`config.mk`:
```
export PLATFORM = sky130hd
export DESIGN_NAME = irqep_top
export DESIGN_NICKNAME = d
export VERILOG_FILES = /design/src/include/irqep_pkg.sv /design/src/hdl/irqep_top.sv
export SDC_FILE = /design/constraint.sdc
export NUM_CORES = 1
export LEC_CHECK = 0
export BUFFER_PORTS_ARGS = -buffer_cell sky130_fd_sc_hd__buf_2
export CAP_MARGIN = 20
export CORE_MARGIN = 3
export CORE_UTILIZATION = 57
export DETAILED_ROUTE_END_ITERATION = 12
export GPL_TIMING_DRIVEN = 0
export PLACE_DENSITY = 0.93
export SLEW_MARGIN = 5
export SYNTH_ARGS = -nofsm -noshare
export SYNTH_HDL_FRONTEND = slang
export SYNTH_SLANG_ARGS = --single-unit
```
`constraint.sdc`:
```
create_clock -name I_MCLK -period 44.5 [get_ports I_MCLK]
set_clock_uncertainty 0.2 [all_clocks]
set_input_delay 11.125 -clock I_MCLK [delete_from_list [all_inputs] [get_ports I_MCLK]]
set_output_delay 11.125 -clock I_MCLK [all_outputs]
set_load 0.01 [all_outputs]
```
`src/include/irqep_pkg.sv`:
```
// Holds the register map, field layouts and reset values of the
// interrupt enable and priority block.
// Assumes a 32-bit AHB-Lite bus with one word per register.
package irqep_pkg;

  // ----------------------------------------------------------------
  // Register byte offsets
  // ----------------------------------------------------------------
  localparam logic [7:0] OFF_EN0  = 8'h00;
  localparam logic [7:0] OFF_EN1  = 8'h04;
  localparam logic [7:0] OFF_EN2  = 8'h08;
  localparam logic [7:0] OFF_EN3  = 8'h0c;
  localparam logic [7:0] OFF_EN4  = 8'h10;
  localparam logic [7:0] OFF_PRI0 = 8'h14;
  localparam logic [7:0] OFF_PRI1 = 8'h18;
  localparam logic [7:0] OFF_PRI2 = 8'h1c;
  localparam logic [7:0] OFF_STAT = 8'h20;
  localparam logic [7:0] OFF_MASK = 8'h24;
  localparam logic [7:0] OFF_REQ  = 8'h28;

  // ----------------------------------------------------------------
  // Implemented bits and reset values
  // ----------------------------------------------------------------
  localparam logic [15:0] EN0_MASK      = 16'h0003;
  localparam logic [15:0] EN1_MASK      = 16'h381f;
  localparam logic [15:0] EN1_TIMER45   = 16'h1800;
  localparam logic [15:0] EN2_MASK      = 16'h0020;
  localparam logic [15:0] EN3_MASK      = 16'hc200;
  localparam logic [15:0] EN4_MASK      = 16'h2003;
  localparam logic [15:0] EN4_FAULT_B   = 16'h0001;
  localparam logic [15:0] PRI0_MASK     = 16'h7777;
  localparam logic [15:0] PRI1_MASK     = 16'h7770;
  localparam logic [15:0] PRI2_MASK     = 16'h7777;
  localparam logic [15:0] EN_RESET      = 16'h0000;
  localparam logic [15:0] PRI_RESET     = 16'h4444;

  // ----------------------------------------------------------------
  // Counts, event bits and request readback layout
  // ----------------------------------------------------------------
  localparam int unsigned NUM_EN    = 5;
  localparam int unsigned NUM_PRI   = 3;
  localparam int unsigned NUM_SLOTS = 12;
  localparam int unsigned NUM_EV    = 2;
  localparam int unsigned EV_NEW    = 0;
  localparam int unsigned EV_RAISE  = 1;
  localparam int unsigned REQ_SRC_LSB   = 4;
  localparam int unsigned REQ_VALID_BIT = 8;

endpackage

```
`src/hdl/irqep_top.sv`:
```
// Interrupt enable and priority registers with an AHB-Lite slave,
// a prioritised request output and an event interrupt.
// Assumes flags and pre-gated requests come from logic on I_MCLK.
//
// The implementer's own choices: the AHB-Lite interface to the registers and the address map.
`timescale 1ns/100ps
`default_nettype none

module irqep_top #(
  parameter bit TIMER45_PRESENT = 1'b1,
  parameter bit FAULT_B_PRESENT = 1'b1
) (
  // Clock and reset
  input  wire logic        I_MCLK,
  input  wire logic        I_RST_N,
  // AHB-Lite slave
  input  wire logic        I_HSEL,
  input  wire logic [31:0] I_HADDR,
  input  wire logic [1:0]  I_HTRANS,
  input  wire logic        I_HWRITE,
  input  wire logic [2:0]  I_HSIZE,
  input  wire logic [31:0] I_HWDATA,
  input  wire logic        I_HREADY,
  output logic      [31:0] O_HRDATA,
  output logic             O_HREADYOUT,
  output logic             O_HRESP,
  // Source flags and gated outputs
  input  wire logic [79:0] I_FLAG,
  input  wire logic [11:0] I_PRIO_REQ,
  output logic      [79:0] O_FORWARD,
  // Prioritised request and event interrupt
  output logic             O_IRQ_VALID,
  output logic      [2:0]  O_IRQ_LEVEL,
  output logic      [3:0]  O_IRQ_SRC,
  output logic             O_IRQ
);

  // ----------------------------------------------------------------
  // Implemented-bit masks
  // ----------------------------------------------------------------
  // second enable layout
  // fifth enable layout
  // Masks are fixed at elaboration, so a missing source costs no flop.
  localparam logic [15:0] EN1_M = irqep_pkg::EN1_MASK
    & ~(TIMER45_PRESENT ? 16'h0000 : irqep_pkg::EN1_TIMER45);
  localparam logic [15:0] EN4_M = irqep_pkg::EN4_MASK
    & ~(FAULT_B_PRESENT ? 16'h0000 : irqep_pkg::EN4_FAULT_B);
  // Packed with register k in bits 16k+15..16k, the layout of I_FLAG.
  localparam logic [4:0][15:0] EN_M = {EN4_M, irqep_pkg::EN3_MASK,
    irqep_pkg::EN2_MASK, EN1_M, irqep_pkg::EN0_MASK};
  localparam logic [2:0][15:0] PRI_M = {irqep_pkg::PRI2_MASK,
    irqep_pkg::PRI1_MASK, irqep_pkg::PRI0_MASK};

  // The source index port is four bits wide.
  if (irqep_pkg::NUM_SLOTS > 16) begin : g_bad_slots
    $error("Too many priority slots for a four-bit source index.");
  end

  // ----------------------------------------------------------------
  // Bus decode
  // ----------------------------------------------------------------
  logic        wr_ph;
  logic [7:0]  wr_addr;
  logic [4:0][15:0] en;
  logic [4:0][15:0] next_en;
  logic [2:0][15:0] pri;
  logic [2:0][15:0] next_pri;
  logic [1:0]  ev_status;
  logic [1:0]  next_status;
  logic [1:0]  ev_mask;
  logic [1:0]  next_mask;
  logic [1:0]  ev_set;
  logic [31:0] rd_mux;
  logic [2:0]  best_lvl;
  logic [3:0]  best_src;
  logic        best_valid;

  // An address phase is taken only when the bus is ready.
  // Reads of any size answer; only whole-word writes change state.
  wire addr_ph  = I_HSEL & I_HTRANS[1] & I_HREADY;
  wire hi_zero  = (I_HADDR[31:8] == 24'h000000);
  wire is_word  = (I_HSIZE == 3'b010);
  wire rd_take  = addr_ph & ~I_HWRITE;
  wire wr_take  = addr_ph & I_HWRITE & is_word & hi_zero;
  wire [7:0] ra = I_HADDR[7:0];
  wire [31:0] wd = I_HWDATA;
  wire wr_stat  = wr_ph & (wr_addr == irqep_pkg::OFF_STAT);
  wire wr_mask  = wr_ph & (wr_addr == irqep_pkg::OFF_MASK);

  // Write address is held over into the data phase.
  always_ff @(posedge I_MCLK or negedge I_RST_N) begin
    if (!I_RST_N) begin
      wr_ph   <= 1'b0;
      wr_addr <= 8'h00;
    end else begin
      wr_ph   <= wr_take;
      wr_addr <= ra;
    end
  end

  // ----------------------------------------------------------------
  // Enable and priority registers
  // ----------------------------------------------------------------
  // Each register decodes its own offset from the held write address.
  for (genvar i = 0; i < irqep_pkg::NUM_EN; i++) begin : g_en
    wire hit = wr_ph & (wr_addr == irqep_pkg::OFF_EN0 + 8'(4 * i));
    // masked write store
    // Unimplemented positions never take a one, so they read zero.
    assign next_en[i] = hit ? (wd[15:0] & EN_M[i]) : en[i];
  end

  // Priority writes drop the gap bits, so slot 4 never gains a level.
  for (genvar i = 0; i < irqep_pkg::NUM_PRI; i++) begin : g_pri
    wire hit = wr_ph & (wr_addr == irqep_pkg::OFF_PRI0 + 8'(4 * i));
    assign next_pri[i] = hit ? (wd[15:0] & PRI_M[i]) : pri[i];
  end

  // levels reset four
  // Reset leaves every flag gated off and every slot but slot 4 at a middle level.
  always_ff @(posedge I_MCLK or negedge I_RST_N) begin
    if (!I_RST_N) begin
      en  <= {irqep_pkg::NUM_EN{irqep_pkg::EN_RESET}};
      pri <= {irqep_pkg::PRI_RESET & irqep_pkg::PRI2_MASK,
              irqep_pkg::PRI_RESET & irqep_pkg::PRI1_MASK,
              irqep_pkg::PRI_RESET & irqep_pkg::PRI0_MASK};
    end else begin
      en  <= next_en;
      pri <= next_pri;
    end
  end

  // ----------------------------------------------------------------
  // Flag gating
  // ----------------------------------------------------------------
  // flags meet gates
  // bit positions mapped
  // Flags share I_MCLK, so no synchroniser is needed here.
  wire [79:0] gated = I_FLAG & en;
  wire [79:0] en_flat = en;

  // O_FORWARD is registered, so it lags I_FLAG and the enables by one cycle.
  // forward enabled flag
  always_ff @(posedge I_MCLK or negedge I_RST_N) begin
    if (!I_RST_N) begin
      O_FORWARD <= 80'h0;
    end else begin
      O_FORWARD <= gated;
    end
  end

  // ----------------------------------------------------------------
  // Priority slots
  // ----------------------------------------------------------------
  // Slots 0 and 1 share their gate with enable register 0; the rest
  // arrive already gated by enables held elsewhere.
  // Slot 4 has no field and never requests, whatever I_PRIO_REQ[4] shows.
  wire [11:0] slot_raw = {I_PRIO_REQ[11:2], gated[1:0]};
  logic [11:0][2:0] slot_lvl;
  logic [11:0] slot_req;

  for (genvar s = 0; s < irqep_pkg::NUM_SLOTS; s++) begin : g_slot
    assign slot_lvl[s] = pri[s / 4][4 * (s % 4) +: 3];
    assign slot_req[s] = slot_raw[s] & (slot_lvl[s] != 3'b000);
  end

  // linear level compare
  // Strict compare lets the lowest slot win a tie.
  always_comb begin
    best_lvl   = 3'b000;
    best_src   = 4'h0;
    best_valid = 1'b0;
    for (int s = 0; s < irqep_pkg::NUM_SLOTS; s++) begin
      if (slot_req[s] && (slot_lvl[s] > best_lvl)) begin
        best_lvl   = slot_lvl[s];
        best_src   = 4'(s);
        best_valid = 1'b1;
      end
    end
  end

  // Request outputs are registered to keep the bus paths short.
  always_ff @(posedge I_MCLK or negedge I_RST_N) begin
    if (!I_RST_N) begin
      O_IRQ_VALID <= 1'b0;
      O_IRQ_LEVEL <= 3'b000;
      O_IRQ_SRC   <= 4'h0;
    end else begin
      O_IRQ_VALID <= best_valid;
      O_IRQ_LEVEL <= best_lvl;
      O_IRQ_SRC   <= best_src;
    end
  end

  // ----------------------------------------------------------------
  // Event status, mask and interrupt
  // ----------------------------------------------------------------
  // A new request, or a rise in the winning level, sets a sticky bit.
  // A fall in level while valid sets nothing; software polls the request word.
  assign ev_set[irqep_pkg::EV_NEW]   = best_valid & ~O_IRQ_VALID;
  assign ev_set[irqep_pkg::EV_RAISE] = best_valid & O_IRQ_VALID
                                     & (best_lvl > O_IRQ_LEVEL);
  // Set wins over a write-one clear in the same cycle.
  assign next_status = ev_set
    | (ev_status & ~(wr_stat ? wd[1:0] : 2'b00));
  assign next_mask   = wr_mask ? wd[1:0] : ev_mask;
  wire   irq_any     = |(ev_status & ev_mask);

  always_ff @(posedge I_MCLK or negedge I_RST_N) begin
    if (!I_RST_N) begin
      ev_status <= 2'b00;
      ev_mask   <= 2'b00;
      O_IRQ     <= 1'b0;
    end else begin
      ev_status <= next_status;
      ev_mask   <= next_mask;
      O_IRQ     <= irq_any;
    end
  end

  // ----------------------------------------------------------------
  // Read data
  // ----------------------------------------------------------------
  // Reads use next_ values so a write just before is seen at once.
  // Unmapped offsets fall to the default and read as zero.
  wire [31:0] req_word = {23'h0, O_IRQ_VALID, O_IRQ_SRC,
                          1'b0, O_IRQ_LEVEL};
  always_comb begin
    rd_mux = 32'h0;
    if (hi_zero) begin
      unique case (ra)
        irqep_pkg::OFF_EN0:  rd_mux = {16'h0, next_en[0]};
        irqep_pkg::OFF_EN1:  rd_mux = {16'h0, next_en[1]};
        irqep_pkg::OFF_EN2:  rd_mux = {16'h0, next_en[2]};
        irqep_pkg::OFF_EN3:  rd_mux = {16'h0, next_en[3]};
        irqep_pkg::OFF_EN4:  rd_mux = {16'h0, next_en[4]};
        irqep_pkg::OFF_PRI0: rd_mux = {16'h0, next_pri[0]};
        irqep_pkg::OFF_PRI1: rd_mux = {16'h0, next_pri[1]};
        irqep_pkg::OFF_PRI2: rd_mux = {16'h0, next_pri[2]};
        irqep_pkg::OFF_STAT: rd_mux = {30'h0, next_status};
        irqep_pkg::OFF_MASK: rd_mux = {30'h0, next_mask};
        irqep_pkg::OFF_REQ:  rd_mux = req_word;
        default:             rd_mux = 32'h0;
      endcase
    end
  end

  // Zero wait states and an OKAY answer for every transfer.
  // HREADYOUT is high in reset too, so the bus never stalls on this slave.
  always_ff @(posedge I_MCLK or negedge I_RST_N) begin
    if (!I_RST_N) begin
      O_HRDATA    <= 32'h0;
      O_HREADYOUT <= 1'b1;
      O_HRESP     <= 1'b0;
    end else begin
      O_HRDATA    <= rd_take ? rd_mux : 32'h0;
      O_HREADYOUT <= 1'b1;
      O_HRESP     <= 1'b0;
    end
  end

  // ----------------------------------------------------------------
  // Assertions
  // ----------------------------------------------------------------
  // Helpers: the first cycle after reset and last cycle's slot requests.
  logic        first_cyc;
  logic [11:0] last_req;
  always_ff @(posedge I_MCLK or negedge I_RST_N) begin
    if (!I_RST_N) begin
      first_cyc <= 1'b1;
      last_req  <= 12'h000;
    end else begin
      first_cyc <= 1'b0;
      last_req  <= slot_req;
    end
  end
  wire [79:0] en_mask_flat = EN_M;
  wire [47:0] pri_mask_flat = PRI_M;
  wire [47:0] pri_flat = pri;
endmodule // irqep_top

`default_nettype wire

```
## After elaboration in Yosys (flattened, before gate mapping)

Index checks and enable logic that the tools add are counted.

| word-level totals | value |
|---|---|
| input bits | 166 |
| logic and storage cells | 165 |
| bits in registers | 262 |
| output and inout port bits | 123 |

| operators by class | value |
|---|---|
| muxes and demuxes | 48 |
| bitwise operators | 38 |
| equality and inequality tests | 20 |
| reduce and logical (&&, ||, !) cells | 28 |
| magnitude comparators | 13 |

Operators by type and width:

| cell | count |
|---|---|
| $pmux 16 s11 | 1 |
| $mux 16 | 8 |
| $and 80x80->80 | 1 |
| $eq 8x5->1 const B | 8 |
| $mux 32 | 2 |
| $eq 8x6->1 const B | 5 |
| $mux 4 | 10 |
| $gt 3x3->1 | 12 |
| $mux 3 | 12 |
| $reduce_bool 3->1 | 12 |
| $eq 8x4->1 const B | 4 |
| $and 1x1->1 | 31 |
| $logic_not 24->1 | 1 |
| $eq 8x3->1 const B | 2 |
| $logic_not 8->1 | 2 |
| $mux 1 | 13 |
| $logic_and 1x1->1 | 12 |
| $and 2x2->2 | 2 |
| $mux 2 | 2 |
| $eq 3x2->1 const B | 1 |
| $gt 3x1->1 const B | 1 |
| $not 1->1 | 2 |
| $not 2->2 | 1 |
| $or 2x2->2 | 1 |
| $reduce_or 2->1 | 1 |

## Longest topological paths before layout

| logic depth | value |
|---|---|
| depth in word-level cells | 43 |
| depth in mapped cells | 89 |

## Worst setup path before layout

No wires, ideal clock.

| timing path | value |
|---|---|
| kind | input -> register |
| start | input port I_FLAG[0] |
| end | register ev_status[1] |
| arrival | 27.675 ns |
| setup slack | 16.497 ns |
| cell stages on the path | 82 |
| buffers on the path | 0 |
| setup time | 0.127 ns |
| path through | and3_1 -> inv_1 -> ha_1 -> and3_1 -> a211oi_4 -> nand2_2 -> o21ai_0 -> ha_1 -> or3b_1 -> a31oi_1 -> o21ai_0 -> o211ai_1 -> nand2_1 -> mux2_2 -> ha_1 -> nor2_1 -> nand2_1 -> a21boi_0 -> [46 not listed] -> and2_1 -> maj3_1 -> nand2_1 -> o21ai_0 -> inv_1 -> mux2_2 -> ha_1 -> inv_1 -> a21o_1 -> a21oi_1 -> a311oi_1 -> o21ai_0 -> ha_1 -> nor2b_1 -> o21a_1 -> o211ai_1 -> a31oi_1 -> or2_2 |

| on the way | value |
|---|---|
| longest elaborated chain between the ends | 40 |

RTL lines:

| item | line | text |
|---|---|---|
| start, declared | irqep_top.sv:28 | `input wire logic [79:0] I_FLAG,` |
| $and 80x80->80 (*) | irqep_top.sv:138 | `wire [79:0] gated = I_FLAG & en;` |
| $and 1x1->1 (*) | irqep_top.sv:163 | `assign slot_req[s] = slot_raw[s] & (slot_lvl[s] != 3'b000);` |
| $logic_and 1x1->1 (*) | irqep_top.sv:173 | `if (slot_req[s] && (slot_lvl[s] > best_lvl)) begin` |
| $mux 3 (*) | irqep_top.sv:173 |  |
| $gt 3x3->1 | irqep_top.sv:173 |  |
| $logic_and 1x1->1 | irqep_top.sv:173 |  |
| $mux 3 (*) | irqep_top.sv:173 |  |
| $gt 3x3->1 | irqep_top.sv:173 |  |
| [26 not listed] | -- |  |
| $gt 3x3->1 | irqep_top.sv:173 |  |
| $logic_and 1x1->1 | irqep_top.sv:173 |  |
| $mux 3 (*) | irqep_top.sv:173 |  |
| net best_lvl[1] | irqep_top.sv:74 | `logic [2:0] best_lvl;` |
| $gt 3x3->1 (*) | irqep_top.sv:201 | `& (best_lvl > O_IRQ_LEVEL);` |
| $and 1x1->1 (*) | irqep_top.sv:201 |  |
| $or 2x2->2 (*) | irqep_top.sv:204 | `\| (ev_status & ~(wr_stat ? wd[1:0] : 2'b00));` |
| net next_status[1] | irqep_top.sv:69 | `logic [1:0] next_status;` |
| end signal, assigned | irqep_top.sv:214 | `ev_status <= next_status;` |
| end, declared | irqep_top.sv:68 | `logic [1:0] ev_status;` |

The timed path passes the listed nets; every way through them passes the cells marked *.

## Worst setup path in the final report

| timing path | value |
|---|---|
| start | input port I_FLAG[0] |
| end | register O_HRDATA[1] |

| on the way | value |
|---|---|
| longest elaborated chain between the ends | 43 |

RTL lines:

| item | line | text |
|---|---|---|
| $and 80x80->80 (*) | irqep_top.sv:138 |  |
| net gated[0] | irqep_top.sv:138 |  |
| $and 1x1->1 (*) | irqep_top.sv:163 |  |
| $logic_and 1x1->1 (*) | irqep_top.sv:173 |  |
| $mux 3 | irqep_top.sv:173 |  |
| $gt 3x3->1 | irqep_top.sv:173 |  |
| $logic_and 1x1->1 | irqep_top.sv:173 |  |
| $mux 3 | irqep_top.sv:173 |  |
| [28 not listed] | -- |  |
| $logic_and 1x1->1 | irqep_top.sv:173 |  |
| $mux 3 / $mux 1 (equally long branches) | irqep_top.sv:173 |  |
| $gt 3x3->1 / $and 1x1->1 (equally long branches) | irqep_top.sv:201, irqep_top.sv:200 |  |
| $and 1x1->1 (*) | irqep_top.sv:201 |  |
| $or 2x2->2 (*) | irqep_top.sv:204 |  |
| $pmux 16 s11 (*) | irqep_top.sv:230 | `unique case (ra)` |
| $mux 32 (*) | irqep_top.sv:229 | `if (hi_zero) begin` |
| $mux 32 (*) | irqep_top.sv:255 | `O_HRDATA <= rd_take ? rd_mux : 32'h0;` |
| end signal, assigned | irqep_top.sv:255 |  |
| end, declared | irqep_top.sv:24 | `output logic [31:0] O_HRDATA,` |

Marks and branches as above.

==> metrics.cfg <==
[power]
p_leak_nw=6.86
ir_drop_mv=0.0346
seqPwrFrac_pct=47.0
intPower_w=0.000376
p_clk_share_pct=41.7
power_density_nw_per_um2=37.3
combPwrFrac_pct=11.3
switchingPower_w=0.000123
p_sw_share_pct=24.7

[synthesis]
synth_ff_type=dfrtp_1
async_reset_ff_share_pct=100
yosysWarnings=0
postSynthAreaPerCell_um2=11.5
yosysUniqueCellTypes=73
syn_area_um2=10900
synth_seq_cells=246
netlist_instances=949
ys_seq_area_share_pct=56.7
synth_edf_count=0

[setup_path]
crit_fanout=7
worst_ep_arrival_time_ns=30.10
critical_path_class=in2reg
critPathRequiredTime_ns=44.71
cp_slowest_stage_delay_ns=0.57
end_kind=flop
cp_common_cell=ha_1
start_kind=input pin
cp_slowest_cell=a311oi_1

[cts]
cts_buffer_depth=3
ctsResizeCount=0
insertion_delay_ns=0.53
cts_num_sinks=246
htree_num_levels=1
cts_tree=done
cts_setup_buffers=0
clockRootBuffer=clkbuf_16
cts_made_buffers=24
path_clk_slew_ns=0.06
ctsHoldBuffers=0

[layout]
drive_gt1_share_pct=31.5
layout_commonest_cell=buf_2
layout_common_cells=buf_2 (249), dfrtp_1 (235), and2_1 (120)
fin_nets=1429
num-fill-cells=1215
syn_to_final_growth_pct=23.0

[sta]
grt_setup_unrepaired=false
relSlewSlack_pct=20.0
whs_ns=0.285
setup_viol=0
period_share_pct=67.2
finalMaxSlewViolations=0
setup_tns_ns=0
fmax_mhz=33.5
fin_crit_ns=29.89
hold_viol=0
tightest_slew_ns=1.20

[route]
wirelength_mm=33.3
dr.pass1.iters=7
wl_per_cell_um=22.3
drc=0
drtIter0Drc=955
route.detailed.vias_per_inst=6.02
vias=8989
antenna_left=0

[global_route]
grt_start_max_net_pins=113
grt_pass1_vias=9016
grtUsageMet3_pct=5.13
grt-ovfl-total=0
antenna_found_initial=1
grt_pass1_wl_mm=50.3
grt_use_met2_pct=53.7
met1_usage_pct=41.8
grtUsageTotal_pct=31.9
gr-max-usage-layer=met2

[die]
dieArea_um2=20800
die_w_um=144
rows=49
core_um2=18300
start_util_pct=59.3
boundaryPins=289
die_h_um=144

[flow_run]
drv_cap=0

[outcome]
status=completed

[placement]
place.gp.congestion=1.00
place_hpwl_mm=24.6
port_buffers=250

[worst_hold_path]
hp-class=reg2reg

## synth_stat cells, types with 8 or more instances
| master | n | area share [%] |
|---|---|---|
| a21oi_1 | 28 | 1.3 |
| a221oi_1 | 8 | 0.64 |
| a222oi_1 | 14 | 1.3 |
| a22o_1 | 9 | 0.72 |
| a22oi_1 | 21 | 1.4 |
| a41oi_1 | 10 | 0.81 |
| and2_1 | 120 | 6.9 |
| and3_1 | 12 | 0.69 |
| buf_4 | 18 | 1.2 |
| clkbuf_1 | 24 | 0.83 |
| dfrtp_1 | 235 | 54 |
| dfstp_2 | 11 | 2.7 |
| ha_1 | 18 | 2.1 |
| inv_1 | 27 | 0.93 |
| mux2_2 | 56 | 5.8 |
| nand2_1 | 68 | 2.3 |
| nand3_1 | 17 | 0.78 |
| nor2_1 | 40 | 1.4 |
| nor2b_1 | 58 | 3.3 |
| nor3_1 | 13 | 0.60 |
| o21ai_0 | 22 | 1.0 |
## state kept, by name, indices dropped and copies added, names as in the netlist, 2 cells and up
name and count:
O_FORWARD 80, O_HRDATA 16, O_IRQ_LEVEL 3, O_IRQ_SRC 4, en 80, ev_mask 2
ev_status 2, pri 48, wr_addr 8
## metal layers
| metal | wire (µm) | up-vias |
|---|---|---|
| met5 | 0 | - |
| met4 | 1330 | 0 |
| met3 | 2840 | 102 |
| met2 | 16400 | 549 |
| met1 | 12700 | 4379 |
| li1 | - | 3959 |
## power groups by stage
stage / combinational [W] / sequential [W] / clock (W)
2_1_floorplan: 0.0000306 / 0.000237 / 0
3_3_place_gp: 0.0000536 / 0.000238 / 0
3_5_place_dp: 0.0000554 / 0.000238 / 0
4_1_cts: 0.0000560 / 0.000234 / 0.000209
5_1_grt: 0.0000630 / 0.000234 / 0.000218
6_report: 0.0000566 / 0.000234 / 0.000208
## path summary, 6_finish.rpt
kind                            from             to  slack [ns]  cells after the start
hold reg to reg               en[17]  O_FORWARD[17]        0.29                      1
setup reg to reg              pri[2]    O_HRDATA[1]       24.75                     84
setup / recovery           I_FLAG[0]    O_HRDATA[1]       14.61                     85
min in group asynchronous    I_RST_N  O_FORWARD[52]       10.31                      1
hold / removal                en[17]  O_FORWARD[17]        0.29                      1
max in group asynchronous    I_RST_N  O_FORWARD[75]       32.57                      3
## layout make-up
cell class | instances | area [µm²] | share of cell area [%]
well taps | 229 | 287 | 2.14
multi-input cells | 648 | 4430 | 33.1
clock inverters | 9 | 111 | 0.832
diodes | 1 | 2.50 | 0.0187
inverters | 28 | 105 | 0.786
clock buffers | 35 | 712 | 5.32
repair buffers | 254 | 1330 | 9.96
plain buffers | 43 | 229 | 1.71
flip-flops and latches | 246 | 6170 | 46.1
## worst max-delay path: cells and delay by family
| kind | cells | cell delay [ns] |
|---|---|---|
| AOI/OAI and AO/OA | 30 | 6.85 |
| adders and majority gates | 15 | 4.38 |
| and+or+nand+nor | 27 | 3.91 |
| muxes | 9 | 3.24 |
| buffers and inverters | 4 | 0.55 |
## stage by stage
step	worst slack (ns)	util [%]	cells	cell area (µm²)	total power (W)
after floorplan	16.50	-	965	10900	0.000268
after global placement	14.13	68.0	1444	12500	0.000291
after detailed placement	13.90	68.5	1447	12500	0.000293
after CTS	14.39	72.9	1491	13400	0.000498
after global routing	13.01	73.0	1493	13400	0.000516
final	14.61	73.0	1493	13400	0.000499
## logic make-up after synthesis
group / Yosys count / synth area share, %
buffers and inverters: 71 / 3.07
DFF: 246 / 56.7
adders and majority gates: 24 / 2.62
other: 2 / 0.0691
muxes: 62 / 6.58
AOI/OAI and AO/OA: 186 / 13.0
and+or+nand+nor: 358 / 17.9
No activity file was read; power rests on OpenSTA's default activity.
